==> src/mdu_pkg.sv <==
// Package of addresses, bit positions, reset values and timing for the multiply/divide unit
package mdu_pkg;

  // Data widths
  localparam int NIB_W = 4;
  localparam int BYTE_W = 8;
  localparam int WORD_W = 16;
  localparam int ADDR_W = 16;

  // I/O memory addresses of the unit
  localparam logic [15:0] ADDR_CLK_GATE = 16'hFF16;
  localparam logic [15:0] ADDR_SRC_LO = 16'hFF70;
  localparam logic [15:0] ADDR_SRC_HI = 16'hFF71;
  localparam logic [15:0] ADDR_DL_LO = 16'hFF72;
  localparam logic [15:0] ADDR_DL_HI = 16'hFF73;
  localparam logic [15:0] ADDR_DH_LO = 16'hFF74;
  localparam logic [15:0] ADDR_DH_HI = 16'hFF75;
  localparam logic [15:0] ADDR_CTRL = 16'hFF76;

  // Bit positions inside the nibbles
  localparam int GATE_BIT = 3;
  localparam int CTRL_START_BIT = 0;
  localparam int CTRL_ZERO_BIT = 1;
  localparam int CTRL_OVF_BIT = 2;
  localparam int CTRL_MSB_BIT = 3;

  // Values after reset
  localparam logic GATE_RST = 1'b0;
  localparam logic BUSY_RST = 1'b0;
  localparam logic FLAG_RST = 1'b0;
  localparam logic [3:0] RDATA_RST = 4'h0;

  // Calculation length in CPU clock cycles
  localparam int CALC_CYCLES = 10;
  localparam int CNT_W = 4;
  localparam logic [3:0] CALC_CNT_LOAD = 4'(CALC_CYCLES);
  localparam logic [3:0] CALC_CNT_LAST = 4'h1;
  localparam logic [3:0] CALC_CNT_IDLE = 4'h0;

  // Mode written with the start bit
  localparam logic MODE_MUL = 1'b0;
  localparam logic MODE_DIV = 1'b1;

endpackage

==> src/mdu_if.sv <==
// Interface between the register front end and the arithmetic sequencer
`timescale 1ns/1ps
interface mdu_if;
  logic start;          // One-cycle start pulse
  logic div_mode;       // 1 divide, 0 multiply
  logic [15:0] dividend; // High and low destination bytes
  logic [7:0] divisor;  // Source operand
  logic clk_en;         // CPU clock enable pulse
  logic done;           // One-cycle completion pulse
  logic [7:0] res_lo;   // Product low byte or quotient
  logic [7:0] res_hi;   // Product high byte or remainder
  logic ovf;            // Quotient does not fit 8 bits

  modport core (output start, output div_mode, output dividend, output divisor,
    output clk_en, input done, input res_lo, input res_hi, input ovf);
  modport arith (input start, input div_mode, input dividend, input divisor,
    input clk_en, output done, output res_lo, output res_hi, output ovf);
endinterface

==> src/mdu_clk_gate.sv <==
// Clock gate bit and CPU clock enable divider for the multiply/divide unit
`timescale 1ns/1ps
module mdu_clk_gate import mdu_pkg::*; #(
  parameter int CPU_CLK_DIV = 1
) (
  // Clock and reset
  input wire logic clk,
  input wire logic reset,
  // Gate bit write
  input wire logic gate_wr,
  input wire logic gate_bit,
  // Gate state and enable pulse
  output logic gate_q,
  output logic en_q
);

  logic [15:0] div_cnt_q; // Divider phase
  logic div_wrap;         // Last phase of the divider

  assign div_wrap = (div_cnt_q == 16'(CPU_CLK_DIV - 1));

  // Gate bit, reads back as written
  always_ff @(posedge clk) begin
    if (reset) begin
      gate_q <= GATE_RST;
    end else if (gate_wr) begin
      gate_q <= gate_bit;
    end
  end

  // Divider only runs while the gate is on, saving toggles when idle
  always_ff @(posedge clk) begin
    if (reset || !gate_q) begin
      div_cnt_q <= 16'h0000;
    end else if (div_wrap) begin
      div_cnt_q <= 16'h0000;
    end else begin
      div_cnt_q <= div_cnt_q + 16'h0001;
    end
  end

  // One enable pulse per CPU clock, none while gated off
  always_ff @(posedge clk) begin
    if (reset) begin
      en_q <= 1'b0;
    end else begin
      en_q <= gate_q && div_wrap;
    end
  end

endmodule

==> src/mdu_arith.sv <==
// Arithmetic sequencer: captures operands, counts CPU cycles, computes product or quotient
`timescale 1ns/1ps
module mdu_arith import mdu_pkg::*; (
  // Clock and reset
  input wire logic clk,
  input wire logic reset,
  // Front end side
  mdu_if.arith bus
);

  logic [3:0] cnt_q;       // Remaining CPU cycles, zero when idle
  logic mode_q;            // Captured mode
  logic [15:0] dvd_q;      // Captured multiplicand or dividend
  logic [7:0] dvs_q;       // Captured multiplier or divisor
  logic [15:0] prod;       // Unsigned product
  logic [15:0] quot;       // Unsigned quotient
  logic [7:0] rem;         // Unsigned remainder
  logic div_ovf;           // Quotient overflow

  // Operand capture at start; high byte ignored for multiply
  always_ff @(posedge clk) begin
    if (bus.start) begin
      mode_q <= bus.div_mode;
      dvd_q <= bus.div_mode ? bus.dividend : {8'h00, bus.dividend[7:0]};
      dvs_q <= bus.divisor;
    end
  end

  // Cycle counter; frozen while the clock is gated off
  always_ff @(posedge clk) begin
    if (reset) begin
      cnt_q <= CALC_CNT_IDLE;
    end else if (bus.start) begin
      cnt_q <= CALC_CNT_LOAD;
    end else if (bus.clk_en && cnt_q != CALC_CNT_IDLE) begin
      cnt_q <= cnt_q - 4'h1;
    end
  end

  // Unsigned arithmetic; a zero divisor is treated as overflow
  always_comb begin
    prod = {8'h00, dvd_q[7:0]} * {8'h00, dvs_q};
    div_ovf = (dvd_q[15:8] >= dvs_q);
    quot = (dvs_q == 8'h00) ? 16'hFFFF : dvd_q / {8'h00, dvs_q};
    rem = (dvs_q == 8'h00) ? 8'h00 : 8'(dvd_q % {8'h00, dvs_q});
  end

  assign bus.done = bus.clk_en && !bus.start && (cnt_q == CALC_CNT_LAST);
  assign bus.res_lo = mode_q ? quot[7:0] : prod[7:0];
  assign bus.res_hi = mode_q ? rem : prod[15:8];
  assign bus.ovf = mode_q && div_ovf;
endmodule

==> src/mdu_top.sv <==
// Multiply/divide unit: nibble register file, flags and sequencing
//
// Functional notes
// - Gate bit supplies CPU clock, reads back
// - Source operand split over two nibbles
// - Source operand held until rewritten
// - Low destination byte captured at start
// - Result loaded ten CPU cycles after start
// - Division overflow leaves destination unchanged
// - Multiply ignores high byte, gets product high
// - Divide uses high byte, gets remainder
// - Control bit write starts; value selects mode
// - Busy bit reads one while computing
// - Read-only zero indicator, reset clears
// - Overflow indicator; multiply always clears it
// - Sign indicator equals result MSB
// - Indicator bits ignore writes
// - All arithmetic is unsigned
// - Multiply sign follows high byte MSB
// - Multiply zero only for zero product
// - Divide flags follow low destination byte
`timescale 1ns/1ps
module mdu_top import mdu_pkg::*; #(
  parameter int CPU_CLK_DIV = 1
) (
  // Clock and reset
  input wire logic clk,
  input wire logic reset,
  // CPU I/O memory bus
  input wire logic [15:0] addr,
  input wire logic wr,
  input wire logic rd,
  input wire logic [3:0] wdata,
  // Read data
  output logic [3:0] rdata_q
);

  mdu_if arith_bus (); // Link to the sequencer

  logic [7:0] sr_q;   // Source operand
  logic [7:0] dl_q;   // Low destination byte
  logic [7:0] dh_q;   // High destination byte
  logic busy_q;       // Operation in progress
  logic mode_q;       // Mode of the running operation
  logic zf_q;         // Zero indicator
  logic vf_q;         // Overflow indicator
  logic nf_q;         // Sign indicator
  logic gate_q;       // Clock gate bit
  logic cpu_en;       // CPU clock enable pulse
  logic start;        // Control bit written
  logic ld_lo;        // Load low destination byte
  logic ld_hi;        // Load high destination byte
  logic [7:0] new_lo; // Low byte as it stands after completion
  logic [7:0] new_hi; // High byte as it stands after completion
  logic [3:0] rd_mux; // Read data before the register
  logic [7:0] chk_src_q; // Multiplier or divisor copy for the checks
  logic [15:0] chk_dvd_q; // Multiplicand or dividend copy for the checks

  // Gate bit and CPU clock enable
  mdu_clk_gate #(
    .CPU_CLK_DIV(CPU_CLK_DIV)
  ) u_gate (
    .clk(clk),
    .reset(reset),
    .gate_wr(wr && addr == ADDR_CLK_GATE),
    .gate_bit(wdata[GATE_BIT]),
    .gate_q(gate_q),
    .en_q(cpu_en)
  );

  // Arithmetic sequencer
  mdu_arith u_arith (
    .clk(clk),
    .reset(reset),
    .bus(arith_bus.arith)
  );

  // Any write to the control nibble starts an operation
  assign start = wr && (addr == ADDR_CTRL);

  // Operands go to the sequencer straight from the registers
  assign arith_bus.start = start;
  assign arith_bus.div_mode = wdata[CTRL_START_BIT];
  assign arith_bus.dividend = {dh_q, dl_q};
  assign arith_bus.divisor = sr_q;
  assign arith_bus.clk_en = cpu_en;

  // Completion loads; overflow suppresses both bytes
  assign ld_lo = arith_bus.done && !arith_bus.ovf;
  assign ld_hi = arith_bus.done && !arith_bus.ovf;
  assign new_lo = ld_lo ? arith_bus.res_lo : dl_q;
  assign new_hi = ld_hi ? arith_bus.res_hi : dh_q;

  // Source operand nibbles; no reset, content is undefined until written
  always_ff @(posedge clk) begin
    if (wr && addr == ADDR_SRC_LO) begin
      sr_q[3:0] <= wdata;
    end
    if (wr && addr == ADDR_SRC_HI) begin
      sr_q[7:4] <= wdata;
    end
  end

  // Low destination byte; completion wins over a stray write
  always_ff @(posedge clk) begin
    if (ld_lo) begin
      dl_q <= arith_bus.res_lo;
    end else begin
      if (wr && addr == ADDR_DL_LO) begin
        dl_q[3:0] <= wdata;
      end
      if (wr && addr == ADDR_DL_HI) begin
        dl_q[7:4] <= wdata;
      end
    end
  end

  // High destination byte; product high or remainder
  always_ff @(posedge clk) begin
    if (ld_hi) begin
      dh_q <= arith_bus.res_hi;
    end else begin
      if (wr && addr == ADDR_DH_LO) begin
        dh_q[3:0] <= wdata;
      end
      if (wr && addr == ADDR_DH_HI) begin
        dh_q[7:4] <= wdata;
      end
    end
  end

  // Busy bit; a new start in the completion cycle keeps it set
  always_ff @(posedge clk) begin
    if (reset) begin
      busy_q <= BUSY_RST;
      mode_q <= MODE_MUL;
    end else if (start) begin
      busy_q <= 1'b1;
      mode_q <= wdata[CTRL_START_BIT];
    end else if (arith_bus.done) begin
      busy_q <= 1'b0;
    end
  end

  // Indicators change only on completion; writes never reach them
  always_ff @(posedge clk) begin
    if (reset) begin
      zf_q <= FLAG_RST;
      vf_q <= FLAG_RST;
      nf_q <= FLAG_RST;
    end else if (arith_bus.done) begin
      if (mode_q == MODE_DIV) begin
        vf_q <= arith_bus.ovf;
        zf_q <= (new_lo == 8'h00);
        nf_q <= new_lo[7];
      end else begin
        vf_q <= 1'b0;
        zf_q <= ({new_hi, new_lo} == 16'h0000);
        nf_q <= new_hi[7];
      end
    end
  end

  // Read multiplexer; other units' gate bits and unmapped addresses read zero
  always_comb begin
    unique case (addr)
      ADDR_CLK_GATE: rd_mux = {gate_q, 3'b000};
      ADDR_SRC_LO: rd_mux = sr_q[3:0];
      ADDR_SRC_HI: rd_mux = sr_q[7:4];
      ADDR_DL_LO: rd_mux = dl_q[3:0];
      ADDR_DL_HI: rd_mux = dl_q[7:4];
      ADDR_DH_LO: rd_mux = dh_q[3:0];
      ADDR_DH_HI: rd_mux = dh_q[7:4];
      ADDR_CTRL: rd_mux = {nf_q, vf_q, zf_q, busy_q};
      default: rd_mux = 4'h0;
    endcase
  end

  // Registered read data, captured on the read strobe
  always_ff @(posedge clk) begin
    if (reset) begin
      rdata_q <= RDATA_RST;
    end else if (rd) begin
      rdata_q <= rd_mux;
    end
  end

  // Operand copy for the checks; kept apart from the sequencer so a capture bug shows
  always_ff @(posedge clk) begin
    if (start) begin
      chk_src_q <= sr_q;
      chk_dvd_q <= {dh_q, dl_q};
    end
  end
endmodule

==> config.mk <==
export PLATFORM = sky130hd
export DESIGN_NAME = mdu_top
export DESIGN_NICKNAME = d
export VERILOG_FILES = /design/src/mdu_pkg.sv /design/src/mdu_if.sv /design/src/mdu_clk_gate.sv /design/src/mdu_arith.sv /design/src/mdu_top.sv
export SDC_FILE = /design/constraint.sdc
export NUM_CORES = 1
export LEC_CHECK = 0
export CORE_MARGIN = 4
export CORE_UTILIZATION = 50
export CTS_BUF_LIST = sky130_fd_sc_hd__clkbuf_8 sky130_fd_sc_hd__clkbuf_16
export CTS_CLUSTER_SIZE = 10
export DETAILED_ROUTE_END_ITERATION = 6
export DONT_BUFFER_PORTS = 1
export GPL_TIMING_DRIVEN = 0
export MAX_ROUTING_LAYER = met4
export PLACE_DENSITY_LB_ADDON = 0.25
export SETUP_SLACK_MARGIN = 0.2
export SYNTH_ARGS = -nofsm -noshare
export SYNTH_HDL_FRONTEND = slang
export SYNTH_SLANG_ARGS = --single-unit
==> constraint.sdc <==
create_clock -name clk -period 38.5 [get_ports clk]
set_input_delay 1.925 -clock clk [delete_from_list [all_inputs] [get_ports clk]]
set_output_delay 1.925 -clock clk [all_outputs]
set_load 0.01 [all_outputs]
==> Word level (Yosys, flattened, before mapping) <==
Index checks and enable logic that the tools add are counted.
{ "word_totals": {"ff_bits": 80, "in_bits": 24, "output_inout_bits": 4, "elab_cells": 87} }
{ "op_classes": {"n_addsub": 2, "mul": 1, "div": 2, "n_lt_le_gt_ge": 1, "n_eq_ne": 9, "n_mux": 20, "n_reduce_logical": 31} }
{ "op_table": {"columns": ["op", "count"], "rows": [
  ["$eq 16x16->1 const B", 8],
  ["$mux 8", 8],
  ["$logic_not 16->1", 2],
  ["$pmux 4 s8", 1],
  ["$mux 4", 6],
  ["$add 16x1->16 const B", 1],
  ["$div 16x8->16", 1],
  ["$logic_not 8->1", 2],
  ["$mod 16x8->16", 1],
  ["$mul 8x8->16", 1],
  ["$logic_and 1x1->1", 14],
  ["$reduce_bool 2->1", 6],
  ["$ge 8x8->1", 1],
  ["$mux 1", 5],
  ["$eq 4x1->1 const B", 1],
  ["$reduce_bool 4->1", 1],
  ["$reduce_or 2->1", 2],
  ["$sub 4x1->4 const B", 1],
  ["$logic_not 1->1", 3],
  ["$logic_or 1x1->1", 1]
]} }

==> Logic depth before layout (Yosys ltp) <==
{ "logic_depth": {"depth_word": 9, "ltp_mapped": 159} }

==> By module <==
From an unflattened synthesis, not the netlist that was laid out.
{ "unflattened": {"hier_cells": 1495, "area_unflattened_um2": 12335.6} }
{ "modules_own_cells": {"columns": ["module", "instances", "cells_per_inst", "area_each_um2", "seq_area_each_um2"], "rows": [
  ["mdu_arith", 1, 1229, 9666.8, 830.8],
  ["mdu_top", 1, 177, 1855.5, 900.9],
  ["mdu_clk_gate", 1, 89, 813.3, 360.3]
]} }

==> Least setup slack after synthesis <==
Ideal clock, no wire load.
{ "synth_path": {"path_type": "reg-to-reg", "start": "reg u_arith.dvs_q[5]", "end": "reg nf_q", "setup_ps": 117, "arrival_ps": 30298, "required_time_ps": 38383, "slack_ps": 8086, "path_stages_with_launch": 147, "n_path_buf": 10, "period_less_slack_ps": 30414, "path_cell_list": "edfxtp_1 buf_6 or4_1 buf_2 nor4_4 a21oi_2 ha_1 a21o_1 a31o_2 and2_1 ha_1 o21a_1 o31ai_1 o41ai_1 a32o_1 ha_1 or3_1 o221ai_1 (+111 left out) ha_1 nor2b_1 o21ai_0 nand2b_1 a21o_1 a21o_1 a211o_1 a21oi_1 inv_1 nor3_1 o211ai_1 a2111o_1 o32ai_4 nand2_4 mux2_4 a221oi_4 o221ai_1 o211a_1"} }
{ "synth_between": {"elab_chain_len": 6, "word_cells_on_any_way": 15} }
{ "synth_lines": {"columns": ["item", "line_no", "rtl"], "rows": [
  ["start: declaration", "mdu_arith.sv:14", "logic [7:0] dvs_q;"],
  ["start signal: assignment", "mdu_arith.sv:25", "dvs_q <= bus.divisor;"],
  ["parallel branches: the longest is 5 deep, another holds $mod 16x8->16", null, null],
  ["$mux 1 *", "mdu_top.sv:152", "if (mode_q == MODE_DIV) begin"],
  ["end signal: assignment", "mdu_top.sv:155", "nf_q <= new_lo[7];"],
  ["end signal: assignment", "mdu_top.sv:159", "nf_q <= new_hi[7];"],
  ["end: declaration", "mdu_top.sv:47", "logic nf_q;"]
]} }
Mark *: on every way between the ends.
A chain may end at the register's enable or synchronous reset.

==> Final worst setup path <==
{ "layout_path": {"start": "reg u_arith.dvs_q[7]", "end": "reg nf_q"} }
The elaborated chain is that of the path after synthesis.

==> results_tabular.tex <==
\begin{tabular}{lr}
\hline
Metric & Value \\
\hline
\multicolumn{2}{l}{\textbf{Run status}} \\
Result of the run & finished clean \\
\multicolumn{2}{l}{\textbf{Setup path}} \\
Critical path required time & 38.72 ns \\
Critical path arrival & 35.65 ns \\
Reg-to-reg setup timing slack & 3.07 ns \\
Critical-path top delay cell & o41ai\_1 \\
Critical Path Source Type & flop \\
Worst-path fanout max & 10 \\
Worst setup path end & nf\_q \\
Category of the worst setup path capture point & flop \\
Most frequent cell on the critical path & o21a\_1 \\
Gate family responsible for the most delay along the worst path & compound AO/OA/AOI/OAI gates \\
Endpoint of the lowest-slack register-to-register path & nf\_q \\
Path type of the worst setup path & reg2reg \\
Crit path from & u\_arith.dvs\_q[7] \\
R2R cell count & 149 \\
Max stage delay on crit path & 0.63 ns \\
Worst path buffer plus inverter count & 11 \\
Worst r2r src & u\_arith.dvs\_q[7] \\
Number of stages on the worst setup path & 149 \\
\multicolumn{2}{l}{\textbf{Yosys}} \\
Dominant register cell in the synthesized netlist & edfxtp\_1 \\
Mapped Area & 11400 sq um \\
Yosys warning count & 0 \\
Nets in the synthesized netlist & 1585 \\
Count of flip-flops with a built-in enable after synthesis & 49 \\
FFs w/ async S/R, synth & 0\% \\
Number of standard cells after synthesis & 1372 \\
Seq cells post-synth & 80 \\
Count of distinct cell types in the synthesized netlist & 90 \\
Fraction of the yosys area taken by sequential cells & 18.3\% \\
Per-instance average area after synthesis & 8.32 sq um \\
\multicolumn{2}{l}{\textbf{Placed design}} \\
Half-perimeter wire length of the detailed placement result & 22.5 mm \\
IO Port Bufs & 0 \\
Placed standard-cell area & 11800 sq um \\
Post-Place Worst Slack & 2.76 ns \\
Placed Instances & 1657 \\
Final weighted congestion in routability-driven placement & 0.950 \\
\multicolumn{2}{l}{\textbf{Timing}} \\
Smallest hold slack & 0.447 ns \\
TNS Setup & 0 ns \\
Final Max Tran Viols & 0 \\
Count of endpoints failing hold in the final timing report & 0 \\
Fmax & 28.2 MHz \\
Setup violations, final & 0 \\
Fraction of the cycle the final worst path needs & 92.0\% \\
Unrepaired setup endpoints after global routing & false \\
Clock period minus worst slack & 35.43 ns \\
Setup slack of the critical path after layout & 3.07 ns \\
Transition at the pin with the smallest max-transition slack & 0.953 ns \\
Headroom to the max-slew limit & 35.6\% \\
Setup Skew & 0.00652 ns \\
\multicolumn{2}{l}{\textbf{Clocking}} \\
Buffer depth of the longest clock path & 2 \\
Clock slew at the register clock pins of the worst setup and hold paths & 0.06 ns \\
Hold buffer count at CTS & 0 \\
Clock latency on the worst-skew pair & 0.34 ns \\
CTS H-tree lvls & 3 \\
Clock tree from TritonCTS & done \\
Root Buffer Master & clkbuf\_16 \\
Clk sink count & 80 \\
Number of CTS-inserted buffers & 9 \\
\multicolumn{2}{l}{\textbf{Floorplan}} \\
Total core area & 22600 sq um \\
Std-Cell Rows & 55 \\
Die outline height & 159 microns \\
Initial Utilization & 50.6\% \\
Width of the chip & 159 microns \\
Die Outline Area & 25300 sq um \\
Number of primary I/O pins & 28 \\
\multicolumn{2}{l}{\textbf{Detailed routing}} \\
DRC violation total after the first TritonRoute iteration & 641 \\
Final wirelength & 28.7 mm \\
Via count of the routed design & 10100 \\
Average wire per standard cell & 17.1 microns \\
Vias per cell & 6.01 \\
Residual DRC count & 0 \\
First-pass iteration count of the detailed router & 5 \\
DRT antenna net count & 0 \\
\multicolumn{2}{l}{\textbf{Global routing}} \\
Number of antenna violations at the first check in global routing & 0 \\
GRT Resource Usage Total & 22.7\% \\
Via count of the first global-routing pass & 9717 \\
Global-route wire length before repair & 47.1 mm \\
Overflow after GRT & 0 \\
Largest net degree at the start of global routing & 34 \\
\multicolumn{2}{l}{\textbf{Finish}} \\
Layout Nets & 1605 \\
Final Util & 53.8\% \\
Fraction of final layout cells with drive strength greater than 1 & 7.52\% \\
Area added between synthesis and finish & 6.48\% \\
Number of standard cells in the layout, taps in and fillers out & 1682 \\
Antenna Cells & 0 \\
Summed area of non-filler cells in the final layout & 12200 sq um \\
\multicolumn{2}{l}{\textbf{Worst hold path}} \\
Worst hold path depth & 0 \\
Worst min path class & reg2reg \\
\multicolumn{2}{l}{\textbf{Power and ir drop}} \\
Final total power & 178 uW \\
Lkg Pwr & 5.22 nW \\
Power density of the placed cells & 14.6 nW/um\^{}2 \\
Worst supply voltage drop on vdd & 0.0366 mV \\
\multicolumn{2}{l}{\textbf{Job}} \\
Max capacitance violation total & 0 \\
\hline
\end{tabular}
layer usage:
| metal | track usage, % | part of all wire [%] | up-vias |
|---|---|---|---|
| li1 | - | - | 5033 |
| met1 | 30.3 | 46 | 4815 |
| met2 | 37.6 | 47 | 226 |
| met3 | 1.73 | 4.5 | 40 |
| met4 | 6.04 | 2.2 | 0 |
| met5 | - | 0 | - |
cell usage in the layout (no fill, tap or decap), types with 9 or more instances in the layout:
master / instances
ha_1: 152
nand2_1: 123
nor2_1: 123
inv_1: 96
a21oi_1: 76
o21ai_0: 65
nor3_1: 62
edfxtp_1: 49
o21a_1: 45
xnor2_1: 40
fa_1: 37
clkbuf_1: 35
and2_1: 33
nand3_1: 32
dfxtp_1: 31
mux2_2: 27
a21o_1: 26
mux2i_1: 25
xor2_1: 25
nor2b_1: 20
nand2b_1: 19
and3_1: 16
or3_1: 14
o31ai_1: 14
nor4_1: 12
nand4_1: 11
o211ai_1: 10
or2_2: 9
clkbuf_16: 9
buf_4: 9
worst register-to-register path: cells and delay by family (launching register included):
family                   cells  cell delay (ns)
AO/OA/AOI/OAI               83            18.05
AND/OR/NAND/NOR             34             7.45
adder cells (fa/ha/maj)     15             4.52
buffers and inverters       11             2.71
multiplexers                 6             2.02
flip-flops                   1             0.52
timing repair:
| item | in CTS | in global routing |
|---|---|---|
| hold endpoints to repair | 0 | 0 |
| setup buffers | 0 | 9 |
| setup endpoints to repair | 0 | 11 |
| gates resized for setup | 0 | 3 |
logic make-up (layout without fill, tap and decap cells):
family          after synthesis  in the layout  synth area share (%)
compound gates              331            331                  20.4
xor+xnor                     65             65                  4.99
fa+ha+maj                   190            190                  23.2
buf+inv                     142            167                  4.85
flops                        80             80                  18.3
mux                          60             60                  6.14
simple gates                504            504                  22.1
Yosys cell counts (4+ instances only):
master / count / area [sq um]
edfxtp_1: 49 / 1470
nand3b_1: 4 / 30.0
mux2i_1: 25 / 250
xnor2_1: 40 / 350
nand2b_1: 19 / 119
o221ai_1: 8 / 70.1
and3_1: 16 / 100
or2_2: 9 / 56.3
nor2b_1: 20 / 125
nor4b_1: 5 / 43.8
nor2_1: 124 / 465
nor4_1: 12 / 75.1
nor3_1: 62 / 310
nand4_1: 11 / 68.8
mux4_2: 4 / 90.1
o21a_1: 45 / 338
a31oi_1: 8 / 50.1
and2_1: 33 / 206
a211oi_1: 4 / 30.0
o21bai_1: 6 / 45.0
nand2_1: 123 / 462
or3_1: 14 / 87.6
inv_1: 97 / 364
buf_2: 4 / 20.0
nand3_1: 32 / 160
dfxtp_1: 31 / 621
o21ba_2: 4 / 40.0
a21o_1: 26 / 195
xor2_1: 25 / 219
o211ai_1: 10 / 75.1
a41oi_1: 4 / 35.0
a21oi_1: 77 / 385
o31ai_1: 14 / 105
mux2_2: 27 / 304
o21ai_0: 65 / 325
clkbuf_1: 35 / 131
fa_1: 37 / 741
ha_1: 152 / 1900
state kept, by name (all words and copies together) (netlist names):
register / cells
arith_bus.divisor: 8
busy_q: 1
dh_q: 8
dl_q: 8
mode_q: 1
nf_q: 1
rdata_q: 4
u_arith.cnt_q: 4
u_arith.dvd_q: 16
u_arith.dvs_q: 8
u_arith.mode_q: 1
u_gate.div_cnt_q: 16
u_gate.en_q: 1
u_gate.gate_q: 1
vf_q: 1
zf_q: 1
worst min-delay path by stage:
stage | start | to | slack [ns]
2_1_floorplan | arith_bus.divisor[4] | u_arith.dvs_q[4] | 0.42
3_3_place_gp | arith_bus.divisor[4] | u_arith.dvs_q[4] | 0.44
3_5_place_dp | arith_bus.divisor[4] | u_arith.dvs_q[4] | 0.44
4_1_cts | arith_bus.divisor[4] | u_arith.dvs_q[4] | 0.45
5_1_grt | arith_bus.divisor[7] | u_arith.dvs_q[7] | 0.46
6_report | arith_bus.divisor[4] | u_arith.dvs_q[4] | 0.45
cell type report:
cell class	instances	area, sq um
plain buffers	44	185
clock buffers	9	225
clock inverters	7	71.3
fillers	2194	10400
inverters	98	375
multi-input cells	1150	8780
flip-flops and latches	80	2090
well taps	285	357
repair buffers	9	67.6
where the power goes:
| part | switching, mW | total (mW) | internal (mW) |
|---|---|---|---|
| clock network | 0.0339 | 0.0839 | 0.0501 |
| registers | 0.0000627 | 0.0905 | 0.0904 |
| logic | 0.00205 | 0.00348 | 0.00143 |
Power figures use the tool's default switching activity.
